`src/hdl/cbs_cfg.svh`:
```
`ifndef CBS_CFG_SVH
`define CBS_CFG_SVH

// widths
`define CBS_PC_W          13
`define CBS_INSTR_W       16
`define CBS_IO_ADDR_W     5

// instruction word layout
`define CBS_OP_MSB        15
`define CBS_OP_LSB        12
`define CBS_K_MSB         9
`define CBS_K_LSB         3
`define CBS_IO_MSB        7
`define CBS_IO_LSB        3
`define CBS_SEL_MSB       2
`define CBS_SEL_LSB       0

// operation codes
`define CBS_OP_OTHER      4'h0
`define CBS_OP_SKIP_IO    4'h1
`define CBS_OP_BSET       4'h2
`define CBS_OP_BCLR       4'h3
`define CBS_OP_EQ         4'h4
`define CBS_OP_NE         4'h5
`define CBS_OP_CS         4'h6
`define CBS_OP_CC         4'h7
`define CBS_OP_SH         4'h8
`define CBS_OP_LO         4'h9
`define CBS_OP_MI         4'ha
`define CBS_OP_PL         4'hb
`define CBS_OP_GE         4'hc
`define CBS_OP_LT         4'hd

// status flag positions
`define CBS_FLAG_C        3'h0
`define CBS_FLAG_Z        3'h1
`define CBS_FLAG_N        3'h2
`define CBS_FLAG_V        3'h3

// reset values and increments
`define CBS_PC_RST        13'h0000
`define CBS_PC_STEP       13'h0001
`define CBS_SKIP_SHORT    13'h0002
`define CBS_SKIP_LONG     13'h0003

// state codes, one hot
`define CBS_ST_IDLE       4'h1
`define CBS_ST_BR2        4'h2
`define CBS_ST_SK2        4'h4
`define CBS_ST_SK3        4'h8

`endif

```
`src/hdl/cbs_pkg.sv`:
```
`include "cbs_cfg.svh"

package cbs_pkg;

  typedef logic [`CBS_PC_W-1:0] cbs_pc_t;

  typedef enum logic [3:0] {
    CBS_IDLE = `CBS_ST_IDLE,
    CBS_BR2  = `CBS_ST_BR2,
    CBS_SK2  = `CBS_ST_SK2,
    CBS_SK3  = `CBS_ST_SK3
  } cbs_state_e;

  typedef enum logic [3:0] {
    CBS_OTHER                   = `CBS_OP_OTHER,
    CBS_SKIP_IF_IO_BIT_SET      = `CBS_OP_SKIP_IO,
    CBS_BRANCH_STATUS_BIT_SET   = `CBS_OP_BSET,
    CBS_BRANCH_STATUS_BIT_CLEAR = `CBS_OP_BCLR,
    CBS_BRANCH_EQUAL            = `CBS_OP_EQ,
    CBS_BRANCH_NOT_EQUAL        = `CBS_OP_NE,
    CBS_BRANCH_CARRY_SET        = `CBS_OP_CS,
    CBS_BRANCH_CARRY_CLEAR      = `CBS_OP_CC,
    CBS_BRANCH_SAME_OR_HIGHER   = `CBS_OP_SH,
    CBS_BRANCH_LOWER            = `CBS_OP_LO,
    CBS_BRANCH_MINUS            = `CBS_OP_MI,
    CBS_BRANCH_PLUS             = `CBS_OP_PL,
    CBS_BRANCH_SIGNED_GE        = `CBS_OP_GE,
    CBS_BRANCH_SIGNED_LT        = `CBS_OP_LT
  } cbs_cmd_e;

endpackage

```
`src/hdl/cbs_unit.sv`:
```
// Function
// [RULE1] io bit set skips next, pc+2/3
// [RULE2] status bit s set: pc+k+1
// [RULE3] status bit s clear: pc+k+1
// [RULE4] equal on z=1, not equal on z=0
// [RULE5] carry set/clear branches follow carry flag
// [RULE6] same-or-higher c=0, lower c=1
// [RULE7] minus on n=1, plus on n=0
// [RULE8] flags untouched; branch 1 cycle, taken 2
// [RULE9] signed ge and lt relative branches
// [RULE10] signed test uses n xor v
// [RULE11] k is 7-bit signed, sign-extended
`timescale 1ns/10ps
`include "cbs_cfg.svh"

module cbs_unit
  import cbs_pkg::*;
(
  input  wire logic                       sys_clk,
  input  wire logic                       arst_n,
  input  wire logic                       instr_valid,
  input  wire logic [`CBS_INSTR_W-1:0]    instr_word,
  input  wire logic                       next_is_two_word,
  input  wire logic [7:0]                 core_status_register,
  input  wire logic [7:0]                 io_rdata,
  output logic                            instr_ready,
  output logic [`CBS_IO_ADDR_W-1:0]       io_addr,
  output logic                            status_write_en,
  output logic                            instr_done,
  output logic                            branch_taken,
  output logic [`CBS_PC_W-1:0]            pc
);

  // sequencer state
  cbs_state_e                state;
  cbs_state_e                next_state;
  logic                      next_instr_done;
  logic                      next_branch_taken;

  // program counter state
  cbs_pc_t                   next_pc;
  cbs_pc_t                   target;
  cbs_pc_t                   next_target;

  // instruction fields
  cbs_cmd_e                  cmd;
  logic [2:0]                sel;
  logic [6:0]                k_raw;
  cbs_pc_t                   k_ext;
  logic [7:0]                sel_hot;

  // flags and condition decode
  logic                      flag_c;
  logic                      flag_z;
  logic                      flag_n;
  logic                      flag_v;
  logic                      sel_flag;
  logic                      io_bit;
  logic                      is_branch;
  logic                      cond;

  // take-cycle decisions
  logic                      take;
  logic                      is_skip;
  logic                      skip_hit;
  logic                      branch_hit;
  logic                      in_idle;
  logic                      in_br2;
  logic                      in_sk2;
  logic                      last_step;
  cbs_pc_t                   pc_step;
  cbs_pc_t                   pc_skip;
  cbs_pc_t                   pc_branch;

  // unknown opcodes decode as other and simply step the pc
  assign cmd    = cbs_cmd_e'(instr_word[`CBS_OP_MSB:`CBS_OP_LSB]);
  assign sel    = instr_word[`CBS_SEL_MSB:`CBS_SEL_LSB];
  assign k_raw  = instr_word[`CBS_K_MSB:`CBS_K_LSB];
  assign k_ext  = {{(`CBS_PC_W-7){k_raw[6]}}, k_raw}; // RULE11

  // io address is combinational so the byte is back within the same cycle
  assign io_addr = instr_word[`CBS_IO_MSB:`CBS_IO_LSB];

  // one-hot bit select shared by the io skip and the status-bit branches
  for (genvar i = 0; i < 8; i++) begin : g_sel
    assign sel_hot[i] = (sel == 3'(i));
  end

  assign io_bit   = |(io_rdata & sel_hot); // RULE1
  assign sel_flag = |(core_status_register & sel_hot); // RULE2 RULE3

  assign flag_c   = core_status_register[`CBS_FLAG_C];
  assign flag_z   = core_status_register[`CBS_FLAG_Z];
  assign flag_n   = core_status_register[`CBS_FLAG_N];
  assign flag_v   = core_status_register[`CBS_FLAG_V];

  // flags are only read; the core owns the status register
  assign status_write_en = 1'b0; // RULE8

  // one-hot state decode
  assign in_idle   = (state == CBS_IDLE);
  assign in_br2    = (state == CBS_BR2);
  assign in_sk2    = (state == CBS_SK2);
  assign last_step = in_br2 || in_sk2;

  // new instructions are only accepted between multi-cycle sequences
  assign instr_ready = in_idle;
  assign take        = instr_valid && in_idle;

  // branch condition per opcode; the skip and other codes fall to default
  always_comb begin
    is_branch = 1'b1;
    cond      = 1'b0;
    case (cmd)
      // status-bit branches
      CBS_BRANCH_STATUS_BIT_SET:   cond = sel_flag; // RULE2
      CBS_BRANCH_STATUS_BIT_CLEAR: cond = !sel_flag; // RULE3
      // zero flag
      CBS_BRANCH_EQUAL:            cond = flag_z; // RULE4
      CBS_BRANCH_NOT_EQUAL:        cond = !flag_z; // RULE4
      // carry flag and its unsigned aliases
      CBS_BRANCH_CARRY_SET:        cond = flag_c; // RULE5
      CBS_BRANCH_CARRY_CLEAR:      cond = !flag_c; // RULE5
      CBS_BRANCH_SAME_OR_HIGHER:   cond = !flag_c; // RULE6
      CBS_BRANCH_LOWER:            cond = flag_c; // RULE6
      // negative flag
      CBS_BRANCH_MINUS:            cond = flag_n; // RULE7
      CBS_BRANCH_PLUS:             cond = !flag_n; // RULE7
      // signed compare
      CBS_BRANCH_SIGNED_GE:        cond = !(flag_n ^ flag_v); // RULE9 RULE10
      CBS_BRANCH_SIGNED_LT:        cond = flag_n ^ flag_v; // RULE9 RULE10
      default:                     is_branch = 1'b0;
    endcase
  end

  // is_branch is low for the skip, so the two hits never meet
  assign is_skip    = (cmd == CBS_SKIP_IF_IO_BIT_SET);
  assign skip_hit   = take && is_skip && io_bit; // RULE1
  assign branch_hit = take && is_branch && cond; // RULE8

  // all candidates are formed every cycle; the pc wraps at 8k words, unchecked
  assign pc_step   = pc + `CBS_PC_STEP; // RULE8
  assign pc_skip   = next_is_two_word ? pc + `CBS_SKIP_LONG
                                      : pc + `CBS_SKIP_SHORT; // RULE1
  assign pc_branch = pc + k_ext + `CBS_PC_STEP; // RULE2 RULE3 RULE9

  always_comb begin
    next_state        = state;
    next_instr_done   = 1'b0;
    next_branch_taken = 1'b0;
    case (state)
      CBS_IDLE: begin
        if (skip_hit) begin
          // skipped word count depends on the following instruction
          if (next_is_two_word) begin
            next_state = CBS_SK3; // RULE1
          end else begin
            next_state = CBS_SK2; // RULE1
          end
        end else if (branch_hit) begin
          next_state = CBS_BR2; // RULE8
        // a branch not taken, a clear io bit and other codes finish here
        end else if (take) begin
          next_instr_done = 1'b1; // RULE8
        end
      end
      CBS_SK3: begin
        next_state = CBS_SK2; // RULE1
      end
      CBS_SK2, CBS_BR2: begin
        next_state        = CBS_IDLE;
        next_instr_done   = 1'b1; // RULE1 RULE8
        next_branch_taken = 1'b1;
      end
      default: begin
        next_state = CBS_IDLE;
      end
    endcase
  end

  // target is held from the take edge, so flags may move in the extra cycles
  always_comb begin
    next_pc     = pc;
    next_target = target;
    if (skip_hit) begin
      next_target = pc_skip; // RULE1
    end else if (branch_hit) begin
      next_target = pc_branch; // RULE2 RULE3 RULE9
    end else if (take) begin
      next_pc = pc_step; // RULE8
    end
    // last edge of a taken branch or skip loads the held target
    if (last_step) begin
      next_pc = target; // RULE1 RULE8
    end
  end

  // sequencer registers
  always_ff @(posedge sys_clk or negedge arst_n) begin
    if (!arst_n) begin
      state        <= CBS_IDLE;
      instr_done   <= 1'b0;
      branch_taken <= 1'b0;
    end else begin
      state        <= next_state;
      instr_done   <= next_instr_done;
      branch_taken <= next_branch_taken;
    end
  end

  // program counter registers
  always_ff @(posedge sys_clk or negedge arst_n) begin
    if (!arst_n) begin
      pc     <= `CBS_PC_RST;
      target <= `CBS_PC_RST;
    end else begin
      pc     <= next_pc;
      target <= next_target;
    end
  end

endmodule

```
`config.mk`:
```
export PLATFORM = sky130hd
export DESIGN_NAME = cbs_unit
export DESIGN_NICKNAME = d
export VERILOG_FILES = /design/src/hdl/cbs_pkg.sv /design/src/hdl/cbs_unit.sv
export VERILOG_INCLUDE_DIRS = /design/src /design/src/hdl
export SDC_FILE = /design/constraint.sdc
export NUM_CORES = 1
export LEC_CHECK = 0
export BUFFER_PORTS_ARGS = -buffer_cell sky130_fd_sc_hd__buf_2
export CELL_PAD_IN_SITES_DETAIL_PLACEMENT = 2
export CELL_PAD_IN_SITES_GLOBAL_PLACEMENT = 2
export CORE_ASPECT_RATIO = 1.25
export CORE_MARGIN = 2
export CORE_UTILIZATION = 33
export CTS_CLUSTER_DIAMETER = 40
export CTS_CLUSTER_SIZE = 8
export DETAILED_ROUTE_END_ITERATION = 8
export PLACE_DENSITY_LB_ADDON = 0.1
export SLEW_MARGIN = 20
export SYNTH_ARGS = -nofsm -noshare
export SYNTH_HDL_FRONTEND = slang
export SYNTH_SLANG_ARGS = --single-unit
```
`constraint.sdc`:
```
create_clock -name sys_clk -period 3.05 [get_ports sys_clk]
set_clock_uncertainty 0.1 [all_clocks]
set_input_delay 0.1525 -clock sys_clk [delete_from_list [all_inputs] [get_ports sys_clk]]
set_output_delay 0.1525 -clock sys_clk [all_outputs]
set_load 0.005 [all_outputs]
```
==> metrics, run 1 <==
Num CTS Buffers 5; setup violators final 0; Worst Hold Class input port to register; Mean Syn Cell Area roughly 8.5 um^2; number of top-level pins 58; # fillers slightly below 1000; GPL Wtd Cong roughly 0.77; via count about 2800; slew margin rel. 0.4694; Switching Fraction 0.4441; CP Capture Type register; post-route setup TNS 0 ns; DIE AREA approximately 9500 um^2; Placed Instances 500; Yosys reg bits 32; RSZ-0062 raised after global routing false; CTS resizes 0; GR Overflow Total 0; GRT Util Overall 0.2057; leakage 1.462 nW; synth warn 0; top post-synthesis cells by area dfrtp_1 27%, ha_1 6.9%, nand2_1 5.2%; FP Rows 38; EDFF count, synth 0; Primary FF master, synth dfrtp_1; clock root cell clkbuf_8; Seq/Total Area, Yosys 0.2782; worst slew pin tran 0.7959 ns; Final Hold Viols 0; Syn Inst Count 338; drt first pass iters 4; # Max-Cap Violations 0; Setup CP Type register to register; Skew-Pair Late Insertion Delay roughly 0.30 ns; fmax approximately 0.36 GHz; Port Buffer Count between 50 and 60; DR DRC count 0; Ant. Diodes 0; largest net degree at the start of global routing 33; Post-synth ARST share 1.000; TritonCTS clock tree yes; Initial DRC Count 64; HPWL Detailed just over 7 mm; Final min period 2.789 ns; Worst VDD drop around 0.00027 V; Yosys cell types 65; Clock transition at path regs about 0.080 ns; final slew viol count 0; Post-DP Area around 3200 um^2; Core ar. around 8600 um^2; CP Max Fanout 3; Final period util 0.9145; share of the synthesized area in the top cell type 0.2691; WP data required ~3.1 ns; P&R area growth vs syn 16.06%; first-pass GRT wire length around 15 mm; Pint 1.530 mW; Combinational Power Share 0.567; Vert. Die Dim 108.5 um; DRT antenna net count 0; initial antenna violation count 0; Post-Syn Area 2883 um^2; fin nets approximately 440; Critical Path AT approximately 2.9 ns; Post-Route WL about 9.4 mm; most common cell after layout, fill and taps aside buf_2; Final Non-Filler Cells a little over 500; CTS max path bufs 2; number of global-route vias before repair 2982; Clock power frac 0.155; syn nets about 390; Clock Sinks 32; area leader, netlist dfrtp_1; WL per Instance ~19 um; Net Switching between 1 and 1.5 mW; most frequent cells in the layout 54 x buf_2, 40 x nand2_1, 31 x dfrtp_1; outcome finished, final reports clean; Initial Util 0.3350; CTS H-tree depth 2; pwr dens 822.5 nW/um^2; Flop pwr share 0.278; Die W between 80 and 90 um; final instance area around 3300 um^2; fraction of layout cells with a size suffix above 1 0.2262; routed vias/inst 5.587; startpoint types register
## logic make-up after synthesis
family / count (synthesis) / share of synthesized area
xor gates and xnor gates: 22 / 0.06684
adders and majority gates: 17 / 0.07639
other: 1 / 0.001301
AOI/OAI and AO/OA: 86 / 0.2105
buffers and inverters: 36 / 0.07552
DFF: 32 / 0.2782
and+or+nand+nor: 133 / 0.2444
muxes: 11 / 0.04688
## final cells by class
type / instances / area, um^2 / share of cell area
Multi-Input combinational cell: 270 / 1863 / 0.5568
Sequential cell: 32 / 802.0 / 0.2397
Clock inverter: 3 / 42.54 / 0.01272
Tap cell: 120 / 150.1 / 0.04488
Timing Repair Buffer: 68 / 377.9 / 0.1129
Inverter: 11 / 41.29 / 0.01234
Clock buffer: 5 / 68.82 / 0.02057
## worst paths after layout
path	from	endpoint	slack (ns)	cells past startpoint
max	pc[0]	target[12]	0.26	10
min	next_is_two_word	state[2]	0.10	2
max reg2reg	pc[0]	target[12]	0.26	10
min reg2reg	target[3]	pc[3]	0.40	2
max in group asynchronous	arst_n	state[2]	1.96	2
min in group asynchronous	arst_n	target[4]	0.37	2
## routing by layer
metal | routed length (um) | global-route usage | share of wire | up-vias
li1 | - | - | - | 1353
met1 | 4005 | 0.2554 | 0.42 | 1447
met2 | 5127 | 0.3761 | 0.54 | 35
met3 | 158 | 0.02290 | 0.017 | 9
met4 | 145 | 0.04615 | 0.015 | 0
met5 | 0 | 0 | 0 | -
## power groups by stage
| stage | logic [mW] | registers, mW | clock network (mW) |
|---|---|---|---|
| 3_5_place_dp | 1.57 | 0.776 | 0 |
| 4_1_cts | 1.59 | 0.770 | 0.435 |
| 5_1_grt | 1.76 | 0.792 | 0.455 |
| 3_3_place_gp | 1.52 | 0.772 | 0 |
| 6_report | 1.56 | 0.764 | 0.427 |
| 2_1_floorplan | 1.02 | 0.766 | 0 |
## Yosys cell counts (all sizes together), types with 2 or more instances
cell	count
nand2	41
dfrtp	31
nor2	23
ha	16
buf	15
o21ai	14
a21oi	13
xnor2	13
inv	11
o221ai	11
a31oi	10
nand3	10
clkbuf	9
mux2i	9
xor2	9
nand3b	8
nor3	8
o211ai	8
or3	8
nand4	7
or4	6
o21a	4
o311ai	4
nand4b	3
nor4	3
nor4b	3
o21bai	3
o31ai	3
a211o	2
a21boi	2
a21o	2
mux4	2
nor2b	2
nor3b	2
o32ai	2
or2	2
or3b	2
## timing repair
item,4_1_cts,5_1_grt
endpoints found under the setup margin,0,0
buffers inserted,0,0
endpoints found under the hold margin,31,0
hold buffers,1,0
## worst max-delay path, stage by stage, from the launching register on
cell      delay (ns)
dfrtp_1         0.38
inv_1           0.11
ha_1            0.21
inv_1           0.07
fa_1            0.42
a211oi_1        0.37
o21bai_1        0.15
a21oi_1         0.36
o21ai_0         0.18
xnor2_1         0.18
o221ai_1        0.13
## through the flow
stage,power (mW),setup WS (ns),hold slack [ns],utilization
floorplan,1.787,0.5488,-0.2431,-
global placement,2.291,0.3051,0.1877,0.3747
detailed placement,2.349,0.2292,0.1873,0.3747
CTS,2.790,0.2108,0.1109,0.3888
global route,3.004,0.02759,0.1128,0.3888
finish,2.752,0.2609,0.1034,0.3888
## flip-flops by register name, indices dropped and copies added (netlist names)
register and flops:
pc 13, target 13, state 4, branch_taken 1, instr_done 1
(Power assumes the default switching activity.)
==> inputs of run 2 (changes only) <==
--- a/config.mk
+++ b/config.mk
@@ -6,7 +6,7 @@
 export SDC_FILE = /design/constraint.sdc
 export NUM_CORES = 1
 export LEC_CHECK = 0
-export BUFFER_PORTS_ARGS = -buffer_cell sky130_fd_sc_hd__buf_2
+export BUFFER_PORTS_ARGS = -buffer_cell sky130_fd_sc_hd__clkbuf_2
 export CELL_PAD_IN_SITES_DETAIL_PLACEMENT = 2
 export CELL_PAD_IN_SITES_GLOBAL_PLACEMENT = 2
 export CORE_ASPECT_RATIO = 1.25
==> run 2 against run 1 <==
Net effect: core utilization shrank 0.17 points; clock-buffer cell count grew 1; wire length grew 0.41%; total power shrank 2.3%; register-to-register slack gained 0.05 ns; worst hold slack gained 0.020 ns; critical path depth is the same.
==> metrics, run 2 (synthesis results as in run 1) <==
# Max-Cap Violations 0 (unchanged); Critical Path AT 2.80 ns (-0.05 ns); Ant. Diodes 0 (unchanged); GRT Util Overall 0.2049 (-0.0007489); met3 Usage GRT 0.02366 (+0.0007634); final slew viol count 0 (unchanged); post-route setup TNS 0 ns (unchanged); slowest cell delay on critical path 0.42 ns (about the same); Core ar. 8606 um^2 (unchanged); Worst VDD drop 0.0002446 V (-8.7%); drt first pass iters 4 (unchanged); leakage 1.465 nW (+0.17%); Final min period 2.737 ns (-0.05212 ns); CP top delay family compound AO/OA/AOI/OAI gates; most common cell after layout, fill and taps aside clkbuf_2; HPWL Detailed 7.228 mm (+1.3%); DRT antenna net count 0 (unchanged); number of top-level pins 58 (unchanged); M2 GR Usage 0.3869 (+0.01082); startpoint types register; Buf/Inv on CP 2 (unchanged); most frequent cells in the layout 54 x clkbuf_2, 40 x nand2_1, 31 x dfrtp_1; CTS max path bufs 2 (unchanged); TritonCTS clock tree yes; Hold Slack 0.1231 ns (+0.01968 ns); RSZ-0062 raised after global routing false; largest net degree at the start of global routing 33 (unchanged); Die W 87.60 um (unchanged); slew margin rel. 0.4142 (-0.05522); outcome finished, final reports clean; Setup CP Type register to register; initial antenna violation count 0 (unchanged); DIE AREA 9504 um^2 (unchanged); Vert. Die Dim 108.5 um (unchanged); Post-Route WL 9.475 mm (+0.41%); setup violators final 0 (unchanged); Worst R2R Setup Slack 0.31 ns (+0.05 ns); P&R area growth vs syn 15.54%; Post-CTS Setup Bufs 0 (unchanged); fmax 0.3654 GHz (+1.9%); routed vias/inst 5.536 (-0.91%); Clock Sinks 32 (unchanged); top flop regs pc (13), target (13), state (4); CP Max Fanout 3 (unchanged); Skew-Pair Late Insertion Delay 0.29 ns (about the same); Initial Util 0.3350 (unchanged); worst slew pin tran 0.8787 ns (+0.08283 ns); Final Hold Viols 0 (unchanged); Final period util 0.8974 (-0.01709); Clock transition at path regs 0.07 ns (about the same); CTS H-tree depth 2 (unchanged); # fillers 1006 (+2.0%); DR DRC count 0 (unchanged); Port Buffer Count 54 (unchanged); WL per Instance 18.61 um (+0.41%); FP Rows 38 (unchanged); CP Capture Type register; GR Overflow Total 0 (unchanged); clock root cell clkbuf_8; GR Layer Usage met1 0.2434 (-0.01201); fin nets 441 (unchanged); Slowest-stage cell, CP fa_1; gr busiest metal met2; GPL Wtd Cong 0.7729 (about the same); Initial DRC Count 53 (-17%); number of global-route vias before repair 2983 (+0.034%); crit-path cells inv_1 -> ha_1 -> inv_1 -> fa_1 -> a211oi_1 -> o21bai_1 -> a21oi_2 -> o21ai_0 -> xnor2_1 -> o221ai_1; Num CTS Buffers 5 (unchanged); fraction of layout cells with a size suffix above 1 0.2288 (+0.002571); critical path's most frequent cell inv_1; first-pass GRT wire length 15.14 mm (-1.1%); pwr dens 807.2 nW/um^2 (-1.9%); Worst Hold Class input port to register; WP data required 3.11 ns (about the same); via count 2818 (-0.91%)
run 2: cell types whose count changed in the layout (fill, tap and decap cells not counted), sizes merged:
cell,before,now
clkbuf,5,60
buf,67,13
bufinv,1,0
clkinv,1,2
clkinvlp,1,0
run 2: report_power, final:
part           leakage (nW)  internal [mW]  total, mW  switching, mW
clock                0.0510          0.180      0.361          0.180
combinational          1.01          0.694       1.56          0.867
sequential            0.403          0.593      0.766          0.173
total                  1.46           1.47       2.69           1.22
run 2: area by class of cell:
class / instances / area, um^2 / share of cell area
clock buffer: 6 / 82.58 / 0.02479
sequential: 32 / 802.0 / 0.2408
multi-input combinational: 270 / 1867 / 0.5605
inverter: 11 / 41.29 / 0.01240
tap: 120 / 150.1 / 0.04508
clock inverter: 2 / 10.01 / 0.003005
timing repair buffer: 68 / 377.9 / 0.1134
run 2: path summary, 6_finish.rpt:
check / start / end / depth (start not counted)
worst max-delay path: pc[0] / target[12] / 10
worst min-delay path: next_is_two_word / state[2] / 2
worst max register to register: pc[0] / target[12] / 10
worst min register to register: target[5] / pc[5] / 2
max in group asynchronous: arst_n / pc[9] / 2
min in group asynchronous: arst_n / target[3] / 2
run 2: layer usage:
metal  vias up  share of wire
li1       1352              -
met1      1424           0.43
met3         9          0.019
met5         -              0
met2        33           0.54
met4         0          0.013
run 2: repair_timing:
item	in CTS	in global routing
resized for setup	0	1
hold buffers	1	0
endpoints found under the hold margin	31	0
endpoints found under the setup margin	0	2
run 2: stage by stage:
step / std cells / power [mW] / cell area [um^2] / utilization / setup slack, ns
after floorplan: 338 / 1.787 / 2883 / - / 0.5488
after global routing: 509 / 2.938 / 3331 / 0.3870 / 0.1024
after CTS: 509 / 2.730 / 3327 / 0.3866 / 0.1966
after detailed placement: 500 / 2.355 / 3224 / 0.3747 / 0.2010
after global placement: 500 / 2.293 / 3224 / 0.3747 / 0.3046
final: 509 / 2.688 / 3331 / 0.3870 / 0.3130
==> inputs of run 3 (changes only) <==
--- a/config.mk
+++ b/config.mk
@@ -15,6 +15,7 @@
 export CTS_CLUSTER_DIAMETER = 40
 export CTS_CLUSTER_SIZE = 8
 export DETAILED_ROUTE_END_ITERATION = 8
+export HOLD_SLACK_MARGIN = 0.15
 export PLACE_DENSITY_LB_ADDON = 0.1
 export SLEW_MARGIN = 20
 export SYNTH_ARGS = -nofsm -noshare
==> run 3 against run 2 <==
Net effect: non-clock buffer count rose by 1; largest power group unchanged; critical path type unchanged; clock-buffer cell count did not move; critical path depth did not move; fmax barely moved; register-to-register slack barely moved; critical endpoint unchanged; wire length barely moved; setup slack got worse by 0.0017 ns.
==> metrics, run 3 (synthesis results as in run 1) <==
Die W 87.60 um (unchanged); # Max-Cap Violations 0 (unchanged); Combinational Power Share 0.581 (about the same); critical path's most frequent cell inv_1; Buf/Inv on CP 2 (unchanged); CTS H-tree depth 2 (unchanged); HP Start instr_word[4]; Initial DRC Count 49 (-7.5%); CP top delay family compound AO/OA/AOI/OAI gates; clock root cell clkbuf_8; Flop pwr share 0.285 (about the same); CP startpoint pc[0]; crit-path cells inv_1 -> ha_1 -> inv_1 -> fa_1 -> a211oi_1 -> o21bai_1 -> a21oi_2 -> o21ai_0 -> xnor2_1 -> o221ai_1; DRT antenna net count 0 (unchanged); leakage 1.469 nW (+0.29%); first-pass GRT wire length 15.14 mm (unchanged); Num CTS Buffers 5 (unchanged); Ant. Diodes 0 (unchanged); slew margin rel. 0.4139 (about the same); GR Overflow Total 0 (unchanged); P&R area growth vs syn 15.89%; Pint 1.469 mW (about the same); WP data required 3.11 ns (about the same); FP Rows 38 (unchanged); Met2 Wirelength 5.103 mm (-0.14%); Post-Place Worst Slack 0.2010 ns (unchanged); top flop regs pc (13), target (13), state (4); worst slew pin tran 0.8791 ns (+0.0004001 ns); Port Buffer Count 54 (unchanged); top routing layer in use met4; DIE AREA 9504 um^2 (unchanged); HPWL Detailed 7.228 mm (unchanged); WL per Instance 18.57 um (-0.26%); CP Capture Type register; most common cell after layout, fill and taps aside clkbuf_2; slowest cell delay on critical path 0.42 ns (about the same); Clock power frac 0.134 (about the same); Vert. Die Dim 108.5 um (unchanged); Clock Sinks 32 (unchanged); startpoint types register; FF-to-FF Start pc[0]; pwr dens 804.5 nW/um^2 (-0.33%); Worst VDD drop 0.0002441 V (-0.20%); # fillers 1006 (unchanged); fraction of layout cells with a size suffix above 1 0.2282 (-0.0005866); RSZ-0062 raised after global routing false; Setup CP Type register to register; via count 2820 (+0.071%); total power 2.688 mW (about the same); Clock transition at path regs 0.07 ns (about the same); WL met3 177 um (-1.7%); TritonCTS clock tree yes; Post-Route WL 9.469 mm (about the same); Net Switching 1.219 mW (-0.13%); Final period util 0.8979 (about the same); Post-CTS Setup Bufs 0 (unchanged); CTS max path bufs 2 (unchanged); Core ar. 8606 um^2 (unchanged); CP Max Fanout 3 (unchanged); Post-DP Area 3224 um^2 (unchanged); largest net degree at the start of global routing 33 (unchanged); GRT Util Overall 0.2049 (unchanged); most frequent cells in the layout 54 x clkbuf_2, 40 x nand2_1, 31 x dfrtp_1; Final min period 2.739 ns (+0.001664 ns); fmax 0.3651 GHz (about the same); number of top-level pins 58 (unchanged); Metal-1 WL 4.063 mm (about the same); setup violators final 0 (unchanged); Worst Hold Class input port to register; initial antenna violation count 0 (unchanged); final slew viol count 0 (unchanged); Critical Path AT 2.80 ns (about the same); Hold Slack 0.2542 ns (+0.1311 ns); Skew-Pair Late Insertion Delay 0.29 ns (about the same); Slowest-stage cell, CP fa_1; Final Hold Viols 0 (unchanged); post-route setup TNS 0 ns (unchanged); multi-input logic area 1867 um^2 (unchanged); GPL Wtd Cong 0.7729 (unchanged); number of global-route vias before repair 2983 (unchanged); DR DRC count 0 (unchanged); Initial Util 0.3350 (unchanged); Switching Fraction 0.4536 (-0.0004764); worst setup margin 0.3113 ns (-0.001664 ns); fin nets 442 (+0.23%); final instance area 3341 um^2 (+0.30%); Reg area 802.0 um^2 (unchanged); routed vias/inst 5.529 (-0.13%); drt first pass iters 4 (unchanged); outcome finished, final reports clean
-- run 3: cell count changes in the layout (fill, tap and decap cells not counted) --
cell,delta
dlygate4sd3_1,+1
-- run 3: timing repair --
| action | in CTS | in global routing |
|---|---|---|
| gates resized for setup | 0 | 1 |
| hold buffers | 2 | 0 |
| setup endpoints to repair | 0 | 2 |
| endpoints found under the hold margin | 32 | 0 |
-- run 3: metrics by stage --
step                  util  instances
floorplan                -        338
global placement    0.3747        500
detailed placement  0.3747        500
CTS                 0.3878        510
global route        0.3882        510
finish              0.3882        510
-- run 3: final timing paths --
| check | end | slack, ns | depth (start not counted) |
|---|---|---|---|
| min | target[1] | 0.25 | 4 |
| min reg2reg | pc[5] | 0.41 | 2 |
| min in group asynchronous | target[3] | 0.42 | 2 |
| max reg2reg | target[12] | 0.31 | 10 |
| max | target[12] | 0.31 | 10 |
| max in group asynchronous | pc[9] | 1.89 | 2 |
-- run 3: worst min-delay path, cell delays in order --
cell      delay, ns
clkbuf_2       0.12
fa_1           0.21
nand2_1        0.07
o221ai_1       0.06
-- run 3: power groups by stage --
stage / logic (mW) / clock network, mW / registers, mW
detailed placement: 1.58 / 0 / 0.780
CTS: 1.58 / 0.374 / 0.772
floorplan: 1.02 / 0 / 0.766
finish: 1.56 / 0.361 / 0.766
global route: 1.75 / 0.391 / 0.796
global placement: 1.52 / 0 / 0.773
-- run 3: metal layers --
| metal | GRT usage | vias to the layer above |
|---|---|---|
| li1 | - | 1352 |
| met1 | 0.2434 | 1427 |
| met2 | 0.3869 | 33 |
| met3 | 0.02366 | 8 |
| met4 | 0.04615 | 0 |
| met5 | 0 | - |
-- run 3: final cells by class --
cell class                      count  share of cell area
Multi-Input combinational cell    270              0.5588
Sequential cell                    32              0.2401
Timing Repair Buffer               69              0.1161
Tap cell                          120             0.04494
Clock buffer                        6             0.02472
Inverter                           11             0.01236
Clock inverter                      2            0.002996
